File: config.mk
export PLATFORM = sky130hd
export DESIGN_NAME = phy_ctrl_regs
export DESIGN_NICKNAME = d
export VERILOG_FILES = /design/src/include/phy_ctrl_pkg.sv /design/src/hw/phy_ctrl_regs.sv
export SDC_FILE = /design/constraint.sdc
export NUM_CORES = 1
export LEC_CHECK = 0
export BUFFER_PORTS_ARGS = -buffer_cell sky130_fd_sc_hd__buf_2
export CAP_MARGIN = 40
export CORE_MARGIN = 2
export CORE_UTILIZATION = 25
export CTS_CLUSTER_DIAMETER = 80
export CTS_CLUSTER_SIZE = 40
export DETAILED_ROUTE_END_ITERATION = 10
export GPL_TIMING_DRIVEN = 0
export PLACE_DENSITY = 0.37
export SETUP_SLACK_MARGIN = 0.3
export SLEW_MARGIN = 10
export SYNTH_ARGS = -nofsm -noshare
export SYNTH_HDL_FRONTEND = slang
export SYNTH_SLANG_ARGS = --single-unit
File: constraint.sdc
create_clock -name clk_i -period 9.8 [get_ports clk_i]
set_clock_uncertainty 0.1 [all_clocks]
set_input_delay 0.49 -clock clk_i [delete_from_list [all_inputs] [get_ports clk_i]]
set_output_delay 0.49 -clock clk_i [all_outputs]
set_load 0.03 [all_outputs]
File: src/include/phy_ctrl_pkg.sv
// Shared constants for the LED and general PHY control register bank
package phy_ctrl_pkg;
	// Register indices; byte address is four times the index
	localparam logic [5:0] IDX_LAMP_CTRL = 6'h19;
	localparam logic [5:0] IDX_LAMP_BLINK = 6'h1a;
	localparam logic [5:0] IDX_GENERAL_CONFIG_FOUR = 6'h1e;
	localparam logic [5:0] IDX_GEN_RESET = 6'h1f;

	// Reset values
	localparam logic [15:0] RST_LAMP_CTRL = 16'h4444;
	localparam logic [15:0] RST_LAMP_BLINK = 16'h0002;
	localparam logic [15:0] RST_GENERAL_CONFIG_FOUR = 16'h0012;
	localparam logic [15:0] RST_GEN_RESET = 16'h0000;

	// Lamp control layout: lamp k uses bits 4k (enable), 4k+1 (value), 4k+2 (polarity)
	localparam int LAMP_COUNT = 4;
	localparam int LAMP_STRIDE = 4;
	localparam int LAMP_FEN_POS = 0;
	localparam int LAMP_FVAL_POS = 1;
	localparam int LAMP_POL_POS = 2;
	localparam logic [15:0] LAMP_CTRL_RW_MASK = 16'h7777;

	// Blink and stretch register layout
	localparam int BLINK_SEL_POS = 0;
	localparam int STRETCH_BYPASS_POS = 2;
	localparam logic [15:0] LAMP_BLINK_RW_MASK = 16'h0007;

	// General configuration layout
	localparam int REFL_START_POS = 0;
	localparam int REFL_DONE_POS = 1;
	localparam int REFL_FAIL_POS = 2;
	localparam int GIG_ONLY_POS = 3;
	localparam int FORCE_IRQ_POS = 6;
	localparam int IRQ_OE_POS = 7;
	localparam int QUICK_XOVER_POS = 8;
	localparam int ROBUST_XOVER_POS = 9;
	localparam int STATUS_CLEAR_POS = 10;
	localparam int PD_FULL_DUPLEX_POS = 11;
	localparam int QUICK_NEG_SEL_POS = 12;
	localparam int QUICK_NEG_EN_POS = 14;
	localparam logic [15:0] GENERAL_CONFIG_FOUR_RW_MASK = 16'hfff8;

	// Reset control layout
	localparam int SOFT_RESTART_POS = 14;
	localparam int SOFT_RESET_POS = 15;
	localparam logic [15:0] GEN_RESET_RW_MASK = 16'h3fff;

	// Lamp source code that combines link with blinking activity
	localparam logic [3:0] SRC_LINK_BLINK = 4'hb;
	localparam int SRC_LINK_BIT = 0;
	localparam int SRC_ACT_BIT = 1;

	// Blink timing
	localparam int CLK_HZ = 10_000_000;
	localparam int BLINK_MS_0 = 50;
	localparam int BLINK_MS_1 = 100;
	localparam int BLINK_MS_2 = 200;
	localparam int BLINK_MS_3 = 500;
	localparam int BLINK_HALF_0 = BLINK_MS_0 * (CLK_HZ / 1000) / 2;
	localparam int BLINK_HALF_1 = BLINK_MS_1 * (CLK_HZ / 1000) / 2;
	localparam int BLINK_HALF_2 = BLINK_MS_2 * (CLK_HZ / 1000) / 2;
	localparam int BLINK_HALF_3 = BLINK_MS_3 * (CLK_HZ / 1000) / 2;
	localparam int TIMER_W = 24;
endpackage : phy_ctrl_pkg

File: src/hw/phy_ctrl_regs.sv
// LED and general PHY control register bank with a classic Wishbone slave
`timescale 1ns/1ps

module phy_ctrl_regs #(
	parameter int BLINK_HALF_0 = phy_ctrl_pkg::BLINK_HALF_0,
	parameter int BLINK_HALF_1 = phy_ctrl_pkg::BLINK_HALF_1,
	parameter int BLINK_HALF_2 = phy_ctrl_pkg::BLINK_HALF_2,
	parameter int BLINK_HALF_3 = phy_ctrl_pkg::BLINK_HALF_3
) (
	input wire logic clk_i,
	input wire logic rst_i,
	input wire logic ce_i,
	// Wishbone slave
	input wire logic wb_cyc_i,
	input wire logic wb_stb_i,
	input wire logic wb_we_i,
	input wire logic [7:0] wb_adr_i,
	input wire logic [3:0] wb_sel_i,
	input wire logic [31:0] wb_dat_i,
	output logic [31:0] wb_dat_o,
	output logic wb_ack_o,
	// Lamp sources and pins
	input wire logic [15:0] lamp_events_i,
	input wire logic [3:0] lamp0_source_select_i,
	input wire logic [3:0] lamp1_source_select_i,
	input wire logic [3:0] lamp2_source_select_i,
	input wire logic [3:0] aux_lamp_source_select_i,
	input wire logic [3:0] strap_polarity_i,
	output logic [3:0] lamp_o,
	// Shared interrupt / power-down pad, open drain
	input wire logic irq_event_i,
	input wire logic irq_powerdown_pad_i,
	output logic irq_powerdown_pad_o,
	output logic irq_powerdown_pad_oe_o,
	output logic power_down_o,
	// Configuration to the PHY core
	output logic quick_negotiation_enable_o,
	output logic [1:0] quick_negotiation_timer_sel_o,
	output logic parallel_detect_full_duplex_o,
	output logic status_clear_o,
	output logic robust_crossover_enable_o,
	output logic quick_crossover_enable_o,
	output logic gigabit_only_negotiation_o,
	// Cable reflectometry
	output logic reflectometry_start_o,
	input wire logic reflectometry_complete_i,
	input wire logic reflectometry_failed_i,
	// Reset and restart pulses to the PHY core
	output logic soft_full_reset_o,
	output logic soft_restart_keep_regs_o
);
	localparam int N = phy_ctrl_pkg::LAMP_COUNT;
	localparam int TW = phy_ctrl_pkg::TIMER_W;

	logic [15:0] lamp_ctrl;
	logic [15:0] lamp_blink;
	logic [15:0] general_config_four;
	logic [15:0] gen_reset;
	logic [3:0] strap_meta;
	logic [3:0] strap_sync;
	logic [3:0] strap_latched;
	logic strap_taken;
	logic pad_meta;
	logic pad_sync;
	logic [TW-1:0] blink_cnt;
	logic blink_phase;
	logic [TW-1:0] blink_half;
	logic [N-1:0] lamp_raw;
	logic [N-1:0] lamp_shown;
	logic [3:0] lamp_sel [N];
	logic access;
	logic wr;
	logic [5:0] idx;
	logic [15:0] wmask;
	logic [15:0] wdata;
	logic [15:0] next_rdata;
	logic soft_reset_req;
	logic wr_lamp_ctrl;
	logic wr_lamp_blink;
	logic wr_general_config_four;
	logic wr_gen_reset;

	assign access = wb_cyc_i && wb_stb_i && !wb_ack_o;
	assign wr = access && wb_we_i;
	assign idx = wb_adr_i[7:2];
	assign wmask = {{8{wb_sel_i[1]}}, {8{wb_sel_i[0]}}};
	assign wdata = wb_dat_i[15:0];
	assign soft_reset_req = gen_reset[phy_ctrl_pkg::SOFT_RESET_POS];

	// One write strobe per register, high on the edge that takes the request
	assign wr_lamp_ctrl = wr && idx == phy_ctrl_pkg::IDX_LAMP_CTRL;
	assign wr_lamp_blink = wr && idx == phy_ctrl_pkg::IDX_LAMP_BLINK;
	assign wr_general_config_four = wr && idx == phy_ctrl_pkg::IDX_GENERAL_CONFIG_FOUR;
	assign wr_gen_reset = wr && idx == phy_ctrl_pkg::IDX_GEN_RESET;

	assign lamp_sel[0] = lamp0_source_select_i;
	assign lamp_sel[1] = lamp1_source_select_i;
	assign lamp_sel[2] = lamp2_source_select_i;
	assign lamp_sel[3] = aux_lamp_source_select_i;

	// Bus handshake: one registered ack per request, the cycle after the strobe, dropped the cycle after
	always_ff @(posedge clk_i) begin
		if (rst_i) begin
			wb_ack_o <= 1'b0;
		end else if (ce_i) begin
			wb_ack_o <= access;
		end
	end

	always_comb begin
		next_rdata = 16'h0000;
		unique case (idx)
			phy_ctrl_pkg::IDX_LAMP_CTRL: next_rdata = lamp_ctrl;
			phy_ctrl_pkg::IDX_LAMP_BLINK: next_rdata = lamp_blink;
			phy_ctrl_pkg::IDX_GENERAL_CONFIG_FOUR: next_rdata = general_config_four;
			phy_ctrl_pkg::IDX_GEN_RESET: next_rdata = gen_reset;
			default: next_rdata = 16'h0000;
		endcase
	end

	// Read data, upper half and unmapped words read zero
	always_ff @(posedge clk_i) begin
		if (rst_i) begin
			wb_dat_o <= 32'h0000_0000;
		end else if (ce_i && access && !wb_we_i) begin
			wb_dat_o <= {16'h0000, next_rdata};
		end
	end

	// Strap pins pass two flops; the pair runs through reset so the latch sees the pins
	always_ff @(posedge clk_i) begin
		if (ce_i) begin
			strap_meta <= strap_polarity_i;
			strap_sync <= strap_meta;
		end
	end

	// Straps are latched at the first enabled edge after reset, kept for soft reset
	always_ff @(posedge clk_i) begin
		if (rst_i) begin
			strap_taken <= 1'b0;
			strap_latched <= 4'hf;
		end else if (ce_i && !strap_taken) begin
			strap_taken <= 1'b1;
			strap_latched <= strap_sync;
		end
	end

	// Lamp polarity and force register
	always_ff @(posedge clk_i) begin
		if (rst_i) begin
			lamp_ctrl <= phy_ctrl_pkg::RST_LAMP_CTRL;
		end else if (ce_i) begin
			if (soft_reset_req || !strap_taken) begin
				lamp_ctrl <= phy_ctrl_pkg::RST_LAMP_CTRL;
				for (int k = 0; k < N; k++) begin
					lamp_ctrl[k * phy_ctrl_pkg::LAMP_STRIDE + phy_ctrl_pkg::LAMP_POL_POS] <=
						soft_reset_req ? strap_latched[k] : strap_sync[k];
				end
			end else if (wr_lamp_ctrl) begin
				lamp_ctrl <= (lamp_ctrl & ~(wmask & phy_ctrl_pkg::LAMP_CTRL_RW_MASK)) |
					(wdata & wmask & phy_ctrl_pkg::LAMP_CTRL_RW_MASK);
			end
		end
	end

	// Blink and stretch register
	always_ff @(posedge clk_i) begin
		if (rst_i || (ce_i && soft_reset_req)) begin
			lamp_blink <= phy_ctrl_pkg::RST_LAMP_BLINK;
		end else if (ce_i && wr_lamp_blink) begin
			lamp_blink <= (lamp_blink & ~(wmask & phy_ctrl_pkg::LAMP_BLINK_RW_MASK)) |
				(wdata & wmask & phy_ctrl_pkg::LAMP_BLINK_RW_MASK);
		end
	end

	// General configuration register, with the reflectometry start and flags
	always_ff @(posedge clk_i) begin
		if (rst_i || (ce_i && soft_reset_req)) begin
			general_config_four <= phy_ctrl_pkg::RST_GENERAL_CONFIG_FOUR;
		end else if (ce_i) begin
			if (wr_general_config_four) begin
				general_config_four[15:3] <= (general_config_four[15:3] & ~(wmask[15:3])) | (wdata[15:3] & wmask[15:3]);
				if (wmask[phy_ctrl_pkg::REFL_START_POS] && wdata[phy_ctrl_pkg::REFL_START_POS]) begin
					general_config_four[phy_ctrl_pkg::REFL_START_POS] <= 1'b1;
					general_config_four[phy_ctrl_pkg::REFL_DONE_POS] <= 1'b0;
					general_config_four[phy_ctrl_pkg::REFL_FAIL_POS] <= 1'b0;
				end
			end
			// Completion is the set and wins over a start in the same cycle
			if (reflectometry_complete_i && general_config_four[phy_ctrl_pkg::REFL_START_POS]) begin
				general_config_four[phy_ctrl_pkg::REFL_START_POS] <= 1'b0;
				general_config_four[phy_ctrl_pkg::REFL_DONE_POS] <= 1'b1;
				general_config_four[phy_ctrl_pkg::REFL_FAIL_POS] <= reflectometry_failed_i;
			end
		end
	end

	// Reset control: command bits hold for one cycle and self-clear
	always_ff @(posedge clk_i) begin
		if (rst_i || (ce_i && soft_reset_req)) begin
			gen_reset <= phy_ctrl_pkg::RST_GEN_RESET;
		end else if (ce_i) begin
			gen_reset[phy_ctrl_pkg::SOFT_RESTART_POS] <= 1'b0;
			if (wr_gen_reset) begin
				gen_reset[13:0] <= (gen_reset[13:0] & ~wmask[13:0]) | (wdata[13:0] & wmask[13:0]);
				gen_reset[phy_ctrl_pkg::SOFT_RESET_POS] <= wmask[15] &&
					wdata[phy_ctrl_pkg::SOFT_RESET_POS];
				gen_reset[phy_ctrl_pkg::SOFT_RESTART_POS] <= wmask[15] &&
					wdata[phy_ctrl_pkg::SOFT_RESTART_POS];
			end
		end
	end

	// Configuration copies to the PHY core, one cycle behind the register
	always_ff @(posedge clk_i) begin
		if (rst_i) begin
			quick_negotiation_enable_o <= 1'b0;
			quick_negotiation_timer_sel_o <= 2'h0;
			parallel_detect_full_duplex_o <= 1'b0;
			status_clear_o <= 1'b0;
			robust_crossover_enable_o <= 1'b0;
			quick_crossover_enable_o <= 1'b0;
			gigabit_only_negotiation_o <= 1'b0;
		end else if (ce_i) begin
			quick_negotiation_enable_o <= general_config_four[phy_ctrl_pkg::QUICK_NEG_EN_POS];
			quick_negotiation_timer_sel_o <=
				general_config_four[phy_ctrl_pkg::QUICK_NEG_SEL_POS +: 2];
			parallel_detect_full_duplex_o <= general_config_four[phy_ctrl_pkg::PD_FULL_DUPLEX_POS];
			status_clear_o <= general_config_four[phy_ctrl_pkg::STATUS_CLEAR_POS];
			robust_crossover_enable_o <= general_config_four[phy_ctrl_pkg::ROBUST_XOVER_POS];
			quick_crossover_enable_o <= general_config_four[phy_ctrl_pkg::QUICK_XOVER_POS];
			gigabit_only_negotiation_o <= general_config_four[phy_ctrl_pkg::GIG_ONLY_POS];
		end
	end

	// Cable test runs while the start bit is held
	always_ff @(posedge clk_i) begin
		if (rst_i) begin
			reflectometry_start_o <= 1'b0;
		end else if (ce_i) begin
			reflectometry_start_o <= general_config_four[phy_ctrl_pkg::REFL_START_POS];
		end
	end

	// Reset and restart pulses, one cycle each
	always_ff @(posedge clk_i) begin
		if (rst_i) begin
			soft_full_reset_o <= 1'b0;
			soft_restart_keep_regs_o <= 1'b0;
		end else if (ce_i) begin
			soft_full_reset_o <= soft_reset_req;
			soft_restart_keep_regs_o <= gen_reset[phy_ctrl_pkg::SOFT_RESTART_POS];
		end
	end

	// Shared pad: synchronised input, open-drain low-active interrupt output
	always_ff @(posedge clk_i) begin
		if (rst_i) begin
			pad_meta <= 1'b1;
			pad_sync <= 1'b1;
		end else if (ce_i) begin
			pad_meta <= irq_powerdown_pad_i;
			pad_sync <= pad_meta;
		end
	end

	// Pad driver: data stays low, the enable pulls the pad for an interrupt
	always_ff @(posedge clk_i) begin
		if (rst_i) begin
			irq_powerdown_pad_o <= 1'b0;
			irq_powerdown_pad_oe_o <= 1'b0;
		end else if (ce_i) begin
			irq_powerdown_pad_o <= 1'b0;
			irq_powerdown_pad_oe_o <= general_config_four[phy_ctrl_pkg::IRQ_OE_POS] &&
				(irq_event_i || general_config_four[phy_ctrl_pkg::FORCE_IRQ_POS]);
		end
	end

	// Power-down request is read from the pad only while it is an input
	always_ff @(posedge clk_i) begin
		if (rst_i) begin
			power_down_o <= 1'b0;
		end else if (ce_i) begin
			power_down_o <= !general_config_four[phy_ctrl_pkg::IRQ_OE_POS] && !pad_sync;
		end
	end

	// Blink timebase: phase toggles every half of the selected period
	always_comb begin
		unique case (lamp_blink[phy_ctrl_pkg::BLINK_SEL_POS +: 2])
			2'b00: blink_half = TW'(BLINK_HALF_0 - 1);
			2'b01: blink_half = TW'(BLINK_HALF_1 - 1);
			2'b10: blink_half = TW'(BLINK_HALF_2 - 1);
			2'b11: blink_half = TW'(BLINK_HALF_3 - 1);
		endcase
	end

	always_ff @(posedge clk_i) begin
		if (rst_i) begin
			blink_cnt <= '0;
			blink_phase <= 1'b0;
		end else if (ce_i) begin
			if (blink_cnt >= blink_half) begin
				blink_cnt <= '0;
				blink_phase <= !blink_phase;
			end else begin
				blink_cnt <= blink_cnt + TW'(1);
			end
		end
	end

	// Per-lamp source, stretch, force and polarity
	for (genvar k = 0; k < N; k++) begin : g_lamp
		localparam int B = k * phy_ctrl_pkg::LAMP_STRIDE;
		logic [TW-1:0] stretch_cnt;

		always_comb begin
			if (lamp_sel[k] == phy_ctrl_pkg::SRC_LINK_BLINK) begin
				lamp_raw[k] = lamp_events_i[phy_ctrl_pkg::SRC_LINK_BIT] &&
					(!lamp_events_i[phy_ctrl_pkg::SRC_ACT_BIT] || blink_phase);
			end else begin
				lamp_raw[k] = lamp_events_i[lamp_sel[k]];
			end
		end

		// Short pulses are held for half a blink period unless bypassed
		always_ff @(posedge clk_i) begin
			if (rst_i) begin
				stretch_cnt <= '0;
			end else if (ce_i) begin
				if (lamp_raw[k]) begin
					stretch_cnt <= blink_half;
				end else if (stretch_cnt != '0) begin
					stretch_cnt <= stretch_cnt - TW'(1);
				end
			end
		end

		assign lamp_shown[k] = lamp_blink[phy_ctrl_pkg::STRETCH_BYPASS_POS] ? lamp_raw[k] :
			(lamp_raw[k] || stretch_cnt != '0);

		always_ff @(posedge clk_i) begin
			if (rst_i) begin
				lamp_o[k] <= 1'b0;
			end else if (ce_i) begin
				if (lamp_ctrl[B + phy_ctrl_pkg::LAMP_FEN_POS]) begin
					lamp_o[k] <= !(lamp_ctrl[B + phy_ctrl_pkg::LAMP_FVAL_POS] ^
						lamp_ctrl[B + phy_ctrl_pkg::LAMP_POL_POS]);
				end else begin
					lamp_o[k] <= !(lamp_shown[k] ^ lamp_ctrl[B + phy_ctrl_pkg::LAMP_POL_POS]);
				end
			end
		end
	end
endmodule : phy_ctrl_regs

* After elaboration in Yosys (flattened, before gate mapping)
Index checks and enable logic that the tools add are counted.
W data, S select, Z words.
** Storage, ports and cells
- Flip-flop bits (word level) :: 234
- Latch bits :: 0
- Bits in writable memories :: 0
- Bits in read-only memories :: 0
- Bits of input ports :: 90
- Output and inout bits :: 51
- Logic and storage cells :: 184
- Memories :: 0
** Operators by class
- Add/subtract/negate cells :: 5
- Multiply operators :: 0
- Divide/modulo/power cells :: 0
- Magnitude comparators :: 5
- Equality and inequality tests :: 11
- Shift operators :: 0
- Multiplexer cells :: 41
- Bitwise operators :: 23
- Reductions and logical operators :: 63
** Operators by type and width (count)
- $mux W24 :: 9
- $pmux W24 S4 :: 1
- $reduce_bool A24 Y1 :: 4
- $sub A24 B1 Y24 const B :: 4
- $pmux W16 S4 :: 1
- $and A16 B16 Y16 :: 2
- $mux W16 :: 2
- $and A14 B14 Y14 :: 2
- $and A13 B13 Y13 :: 2
- $add A24 B1 Y24 const B :: 1
- $eq A6 B5 Y1 const B :: 4
- $ge A24 B24 Y1 :: 1
- $lt A4 B5 Y1 const B :: 4
- $mux W1 :: 20
- $logic_and A1 B1 Y1 :: 19
- $bmux W1 S4 :: 4
- $eq A4 B4 Y1 const B :: 4
- $not A15 Y16 :: 1
- $not A3 Y16 :: 1
- $or A16 B15 Y16 :: 1
- $or A16 B3 Y16 :: 1
- $reduce_and A2 Y1 :: 8
- $and A15 B15 Y15 :: 1
- $logic_not A1 Y1 :: 15
- other kinds (13) :: 36

* Longest topological paths before layout
- Depth in word-level cells :: 9
- Depth in mapped cells :: 13
- Depth with buffers taken out :: 12

* Worst setup path before layout
OpenSTA, ideal clock, no wires.
- Path kind :: register -> register
- Start point :: reg lamp_blink[0]
- End point :: reg blink_cnt[10]
- Library setup time :: 0.065 ns
- Arrival time :: 3.131 ns
- Data required time :: 9.635 ns
- Setup slack :: 6.504 ns
- Stages on the path, launching flop included :: 13
- Path buffers :: 2
- Clock period less this slack :: 3.296 ns
- Cell sequence :: dfxtp_1 > inv_1 > ha_1 > clkbuf_1 > inv_1 > ha_1 > a211oi_1 > o21ai_0 > a2111o_1 > a2111oi_0 > o21ai_1 > clkbuf_1 > nor2_1
** Between the ends
- Word-level cells in the longest chain between the ends :: 4
- Elaborated cells on any way between the ends :: 7
- Those cells by class :: order compare: 1; eq/ne: 3; mux: 2; reduce/logical: 1
** RTL lines
- from (decl) :: RTL line phy_ctrl_regs.sv:56 : logic [15:0] lamp_blink;
- from (signal assigned) :: RTL line phy_ctrl_regs.sv:170 : lamp_blink <= phy_ctrl_pkg::RST_LAMP_BLINK;
- from (signal assigned) :: RTL line phy_ctrl_regs.sv:172 : lamp_blink <= (lamp_blink & ~(wmask & phy_ctrl_pkg::LAMP_BLINK_RW_MASK)) |
- $eq A2 B2 Y1 (tied with other cells) :: RTL line phy_ctrl_regs.sv:291 : unique case (lamp_blink[phy_ctrl_pkg::BLINK_SEL_POS +: 2])
- $pmux W24 S4 (*) :: RTL line phy_ctrl_regs.sv:291
- $ge A24 B24 Y1 (*) :: RTL line phy_ctrl_regs.sv:304 : if (blink_cnt >= blink_half) begin
- $mux W24 (*) :: RTL line phy_ctrl_regs.sv:304
- to (signal assigned) :: RTL line phy_ctrl_regs.sv:308 : blink_cnt <= blink_cnt + TW'(1);
- to (decl) :: RTL line phy_ctrl_regs.sv:65 : logic [TW-1:0] blink_cnt;
Every way passes the cells marked *; elsewhere a longest branch is shown, timed or not. The select of a mux whose other input is x is not followed.
A chain may end at the register's enable or synchronous reset.

* Worst setup path in the final report
- Start point :: reg lamp_blink[0]
- End point :: reg blink_cnt[12]
Same word-level chain as after synthesis.

==> run summary <==
clock buffer depth - 3
most common cell after layout, fill and taps aside - dfxtp_1
Synth Register Bits - 217
antenna diode count - 0
number of DRC markers in iteration 0 - 729
vias in the first global route - 10800
R2R Setup Slk - 5.05 ns
pin count of the biggest net entering global routing - 27
First-pass DRT Iterations - 5
Slew headroom - 0.383
Max-Cap Viols - 0
maximum clock rate - 210 MHz
total CTS buffers - 21
# rows - 78
Post-CTS Setup Bufs - 0
clock root buffer - clkbuf_16
WL per Instance - 21.2 um
Worst Hold Launch - wb_dat_i[7]
P_int - 1.53 mW
fraction of the yosys area taken by sequential cells - 0.383
WL final - 44900 um
setup TNS - 0 ns
Tmin final - 4.75 ns
Worst VDD drop - 0.103 mV
switching power - 0.807 mW
Post-synth EDFFs - 8
Critical Path AT - 5.14 ns
gp weighted congestion - 0.812
final period utilization - 0.485
worst slew pin tran - 0.915 ns
status - finished clean
CTS H-tree depth - 1
synthesized instance count - 1343
Flop pwr share - 0.418
Pwr Density - 169 nW/um^2
CP startpoint kind - register
first-pass GRT wire length - 68800 um
switching portion of total power - 0.346
total global routing track utilization - 0.188
reg2reg end - blink_cnt[12]$_SDFFE_PP0P_
routed vias - 10800
Worst EP required - 10.18 ns
critical path fanouts, max - 10
Hold/Removal Path Class - in -> reg
mapped cell area - 11500 um^2
Gate power share - 0.186
Initial Util - 0.254
CTS tree - yes
# resized after CTS - 0
Leak - 5.20 nW
post-synthesis average cell area - 8.59 um^2
layout cells sized above 1 - 0.148
Routed Antenna Nets - 0
Vias/cell - 5.11
Crit. End Element - register
reg-to-reg critical path startpoint - lamp_blink[0]$_SDFFE_PP0P_
HPWL after DPL - 33500 um
most frequent cells in the layout - 209 x dfxtp_1, 175 x nor2_1, 110 x buf_2, 73 x nand2_1, 66 x nor3_1
port bufs - 100
I/O pin count - 141
Hold Crit Depth - 3
final net count - 1618
Worst Hold Endpoint - general_config_four[7]$_SDFFE_PP0P_
final setup fails - 0
initial antenna violation count - 1
die area - 47900 um^2
depth of the worst register-to-register path - 12
worst skew pair latency - 0.56 ns
DRC - 0
Async S/R FF share, synth - 0
Yosys cell types - 76
Area Overhead vs Synth - 19.8%
max-slew violation count - 0
hold slack - 0.0874 ns
Clk network pwr share - 0.396
Core ar. - 45500 um^2
unrepaired setup endpoints after global routing - no
Final Hold Viols - 0
Filler Cell Count - 4949
global route overflow - 0
critical path class - reg -> reg
clock sinks - 217
die height - 219 um
Yosys warning count - 0
die width - 219 um
clock-pin slew on the worst setup and hold paths - 0.08 ns
Synth Flop Type - dfxtp_1
## stage by stage
stage	area (um^2)	total power [mW]	std cells	utilization	setup slack (ns)
6_report	13800	2.33	2119	0.304	5.05
5_1_grt	13800	2.46	2119	0.304	4.74
3_5_place_dp	13000	1.43	2076	0.286	5.01
3_3_place_gp	12900	1.42	2059	0.283	4.97
2_1_floorplan	11600	1.27	1359	-	6.50
4_1_cts	13800	2.36	2118	0.304	4.95
## cells by family after synthesis
logic type | synth area share
mux | 0.0968
other cells | 0.000325
flops | 0.383
simple gates | 0.230
fa+ha+maj | 0.0260
buf+inv | 0.0487
compound gates | 0.182
xor+xnor | 0.0334
## state kept, by name (all words and copies together), names as in the netlist, 12 cells and up
name,flops
blink_cnt,24
general_config_four,16
g_lamp.stretch_cnt,96
wb_dat_o,16
lamp_ctrl,12
gen_reset,16
## synth_stat cells, types with 6 or more instances
cell type | number | area, um^2
nand2_1 | 73 | 274
nor2b_1 | 11 | 68.8
mux2_2 | 21 | 236
o21ai_0 | 50 | 250
xor2_1 | 20 | 175
edfxtp_1 | 8 | 240
or3_1 | 28 | 175
a31oi_1 | 17 | 106
o211ai_1 | 17 | 128
a21oi_1 | 64 | 320
nand4_1 | 16 | 100
nor4_1 | 22 | 138
o21a_1 | 7 | 52.6
nand2b_1 | 19 | 119
a32o_1 | 6 | 60.1
or4_1 | 15 | 113
nor2_1 | 175 | 657
inv_1 | 42 | 158
nand3_1 | 40 | 200
o31ai_1 | 15 | 113
dfxtp_1 | 209 | 4180
clkbuf_1 | 64 | 240
o22ai_1 | 9 | 56.3
ha_1 | 24 | 300
a21o_1 | 9 | 67.6
a211oi_1 | 14 | 105
nor4b_1 | 6 | 52.6
o311ai_0 | 9 | 78.8
a22oi_1 | 19 | 143
buf_4 | 17 | 128
mux4_2 | 12 | 270
and3_1 | 15 | 93.8
xnor2_1 | 24 | 210
or2_2 | 6 | 37.5
nor3_1 | 67 | 335
a221oi_1 | 20 | 175
mux2i_1 | 61 | 611
## metal layers
layer	global-route usage	routed length [um]
met5	0	13
met1	0.267	21900
met4	0.0396	811
met2	0.303	20300
met3	0.0222	1880
## power by group through the flow
| stage | combinational (mW) | clock [mW] | sequential, mW |
|---|---|---|---|
| floorplan | 0.281 | 0 | 0.986 |
| global placement | 0.424 | 0 | 0.995 |
| detailed placement | 0.431 | 0 | 0.994 |
| CTS | 0.433 | 0.956 | 0.974 |
| global route | 0.478 | 0.997 | 0.983 |
| finish | 0.434 | 0.924 | 0.975 |
## how the worst max path moves through the flow
stage,start,end,slack (ns),cells after the start
2_1_floorplan,lamp_blink[0]$_SDFFE_PP0P_,blink_cnt[10]$_SDFFE_PP0P_,6.50,12
3_3_place_gp,lamp_blink[0]$_SDFFE_PP0P_,blink_cnt[5]$_SDFFE_PP0P_,4.97,12
3_5_place_dp,lamp_blink[0]$_SDFFE_PP0P_,blink_cnt[17]$_SDFFE_PP0P_,5.01,11
4_1_cts,lamp_blink[0]$_SDFFE_PP0P_,blink_cnt[19]$_SDFFE_PP0P_,4.95,11
5_1_grt,lamp_blink[0]$_SDFFE_PP0P_,blink_cnt[18]$_SDFFE_PP0P_,4.74,12
6_report,lamp_blink[0]$_SDFFE_PP0P_,blink_cnt[12]$_SDFFE_PP0P_,5.05,12
## layout make-up
type	count	area, um^2	share of cell area
clock buffers	21	526	0.0380
multi-input cells	1011	6620	0.479
flip-flops and latches	217	4420	0.320
repair buffers	122	708	0.0512
clock inverters	17	239	0.0173
inverters	42	158	0.0114
plain buffers	89	404	0.0292
well taps	600	751	0.0543
## worst max-delay path: stages (launching register included)
cell and delay, ns:
dfxtp_1 0.45, inv_1 0.23, ha_1 0.44, clkbuf_1 0.68, inv_1 0.50, ha_1 0.33
a21o_1 0.17, a21oi_1 0.13, nor2b_1 0.05, a2111oi_0 0.76, o21ai_1 0.36, clkbuf_1 0.33
nor2_1 0.15
## timing repair
action	in CTS	in global routing
endpoints found under the hold margin	4	0
hold buffers	4	0
setup endpoints to repair	0	0
Power figures use the tool's default switching activity.
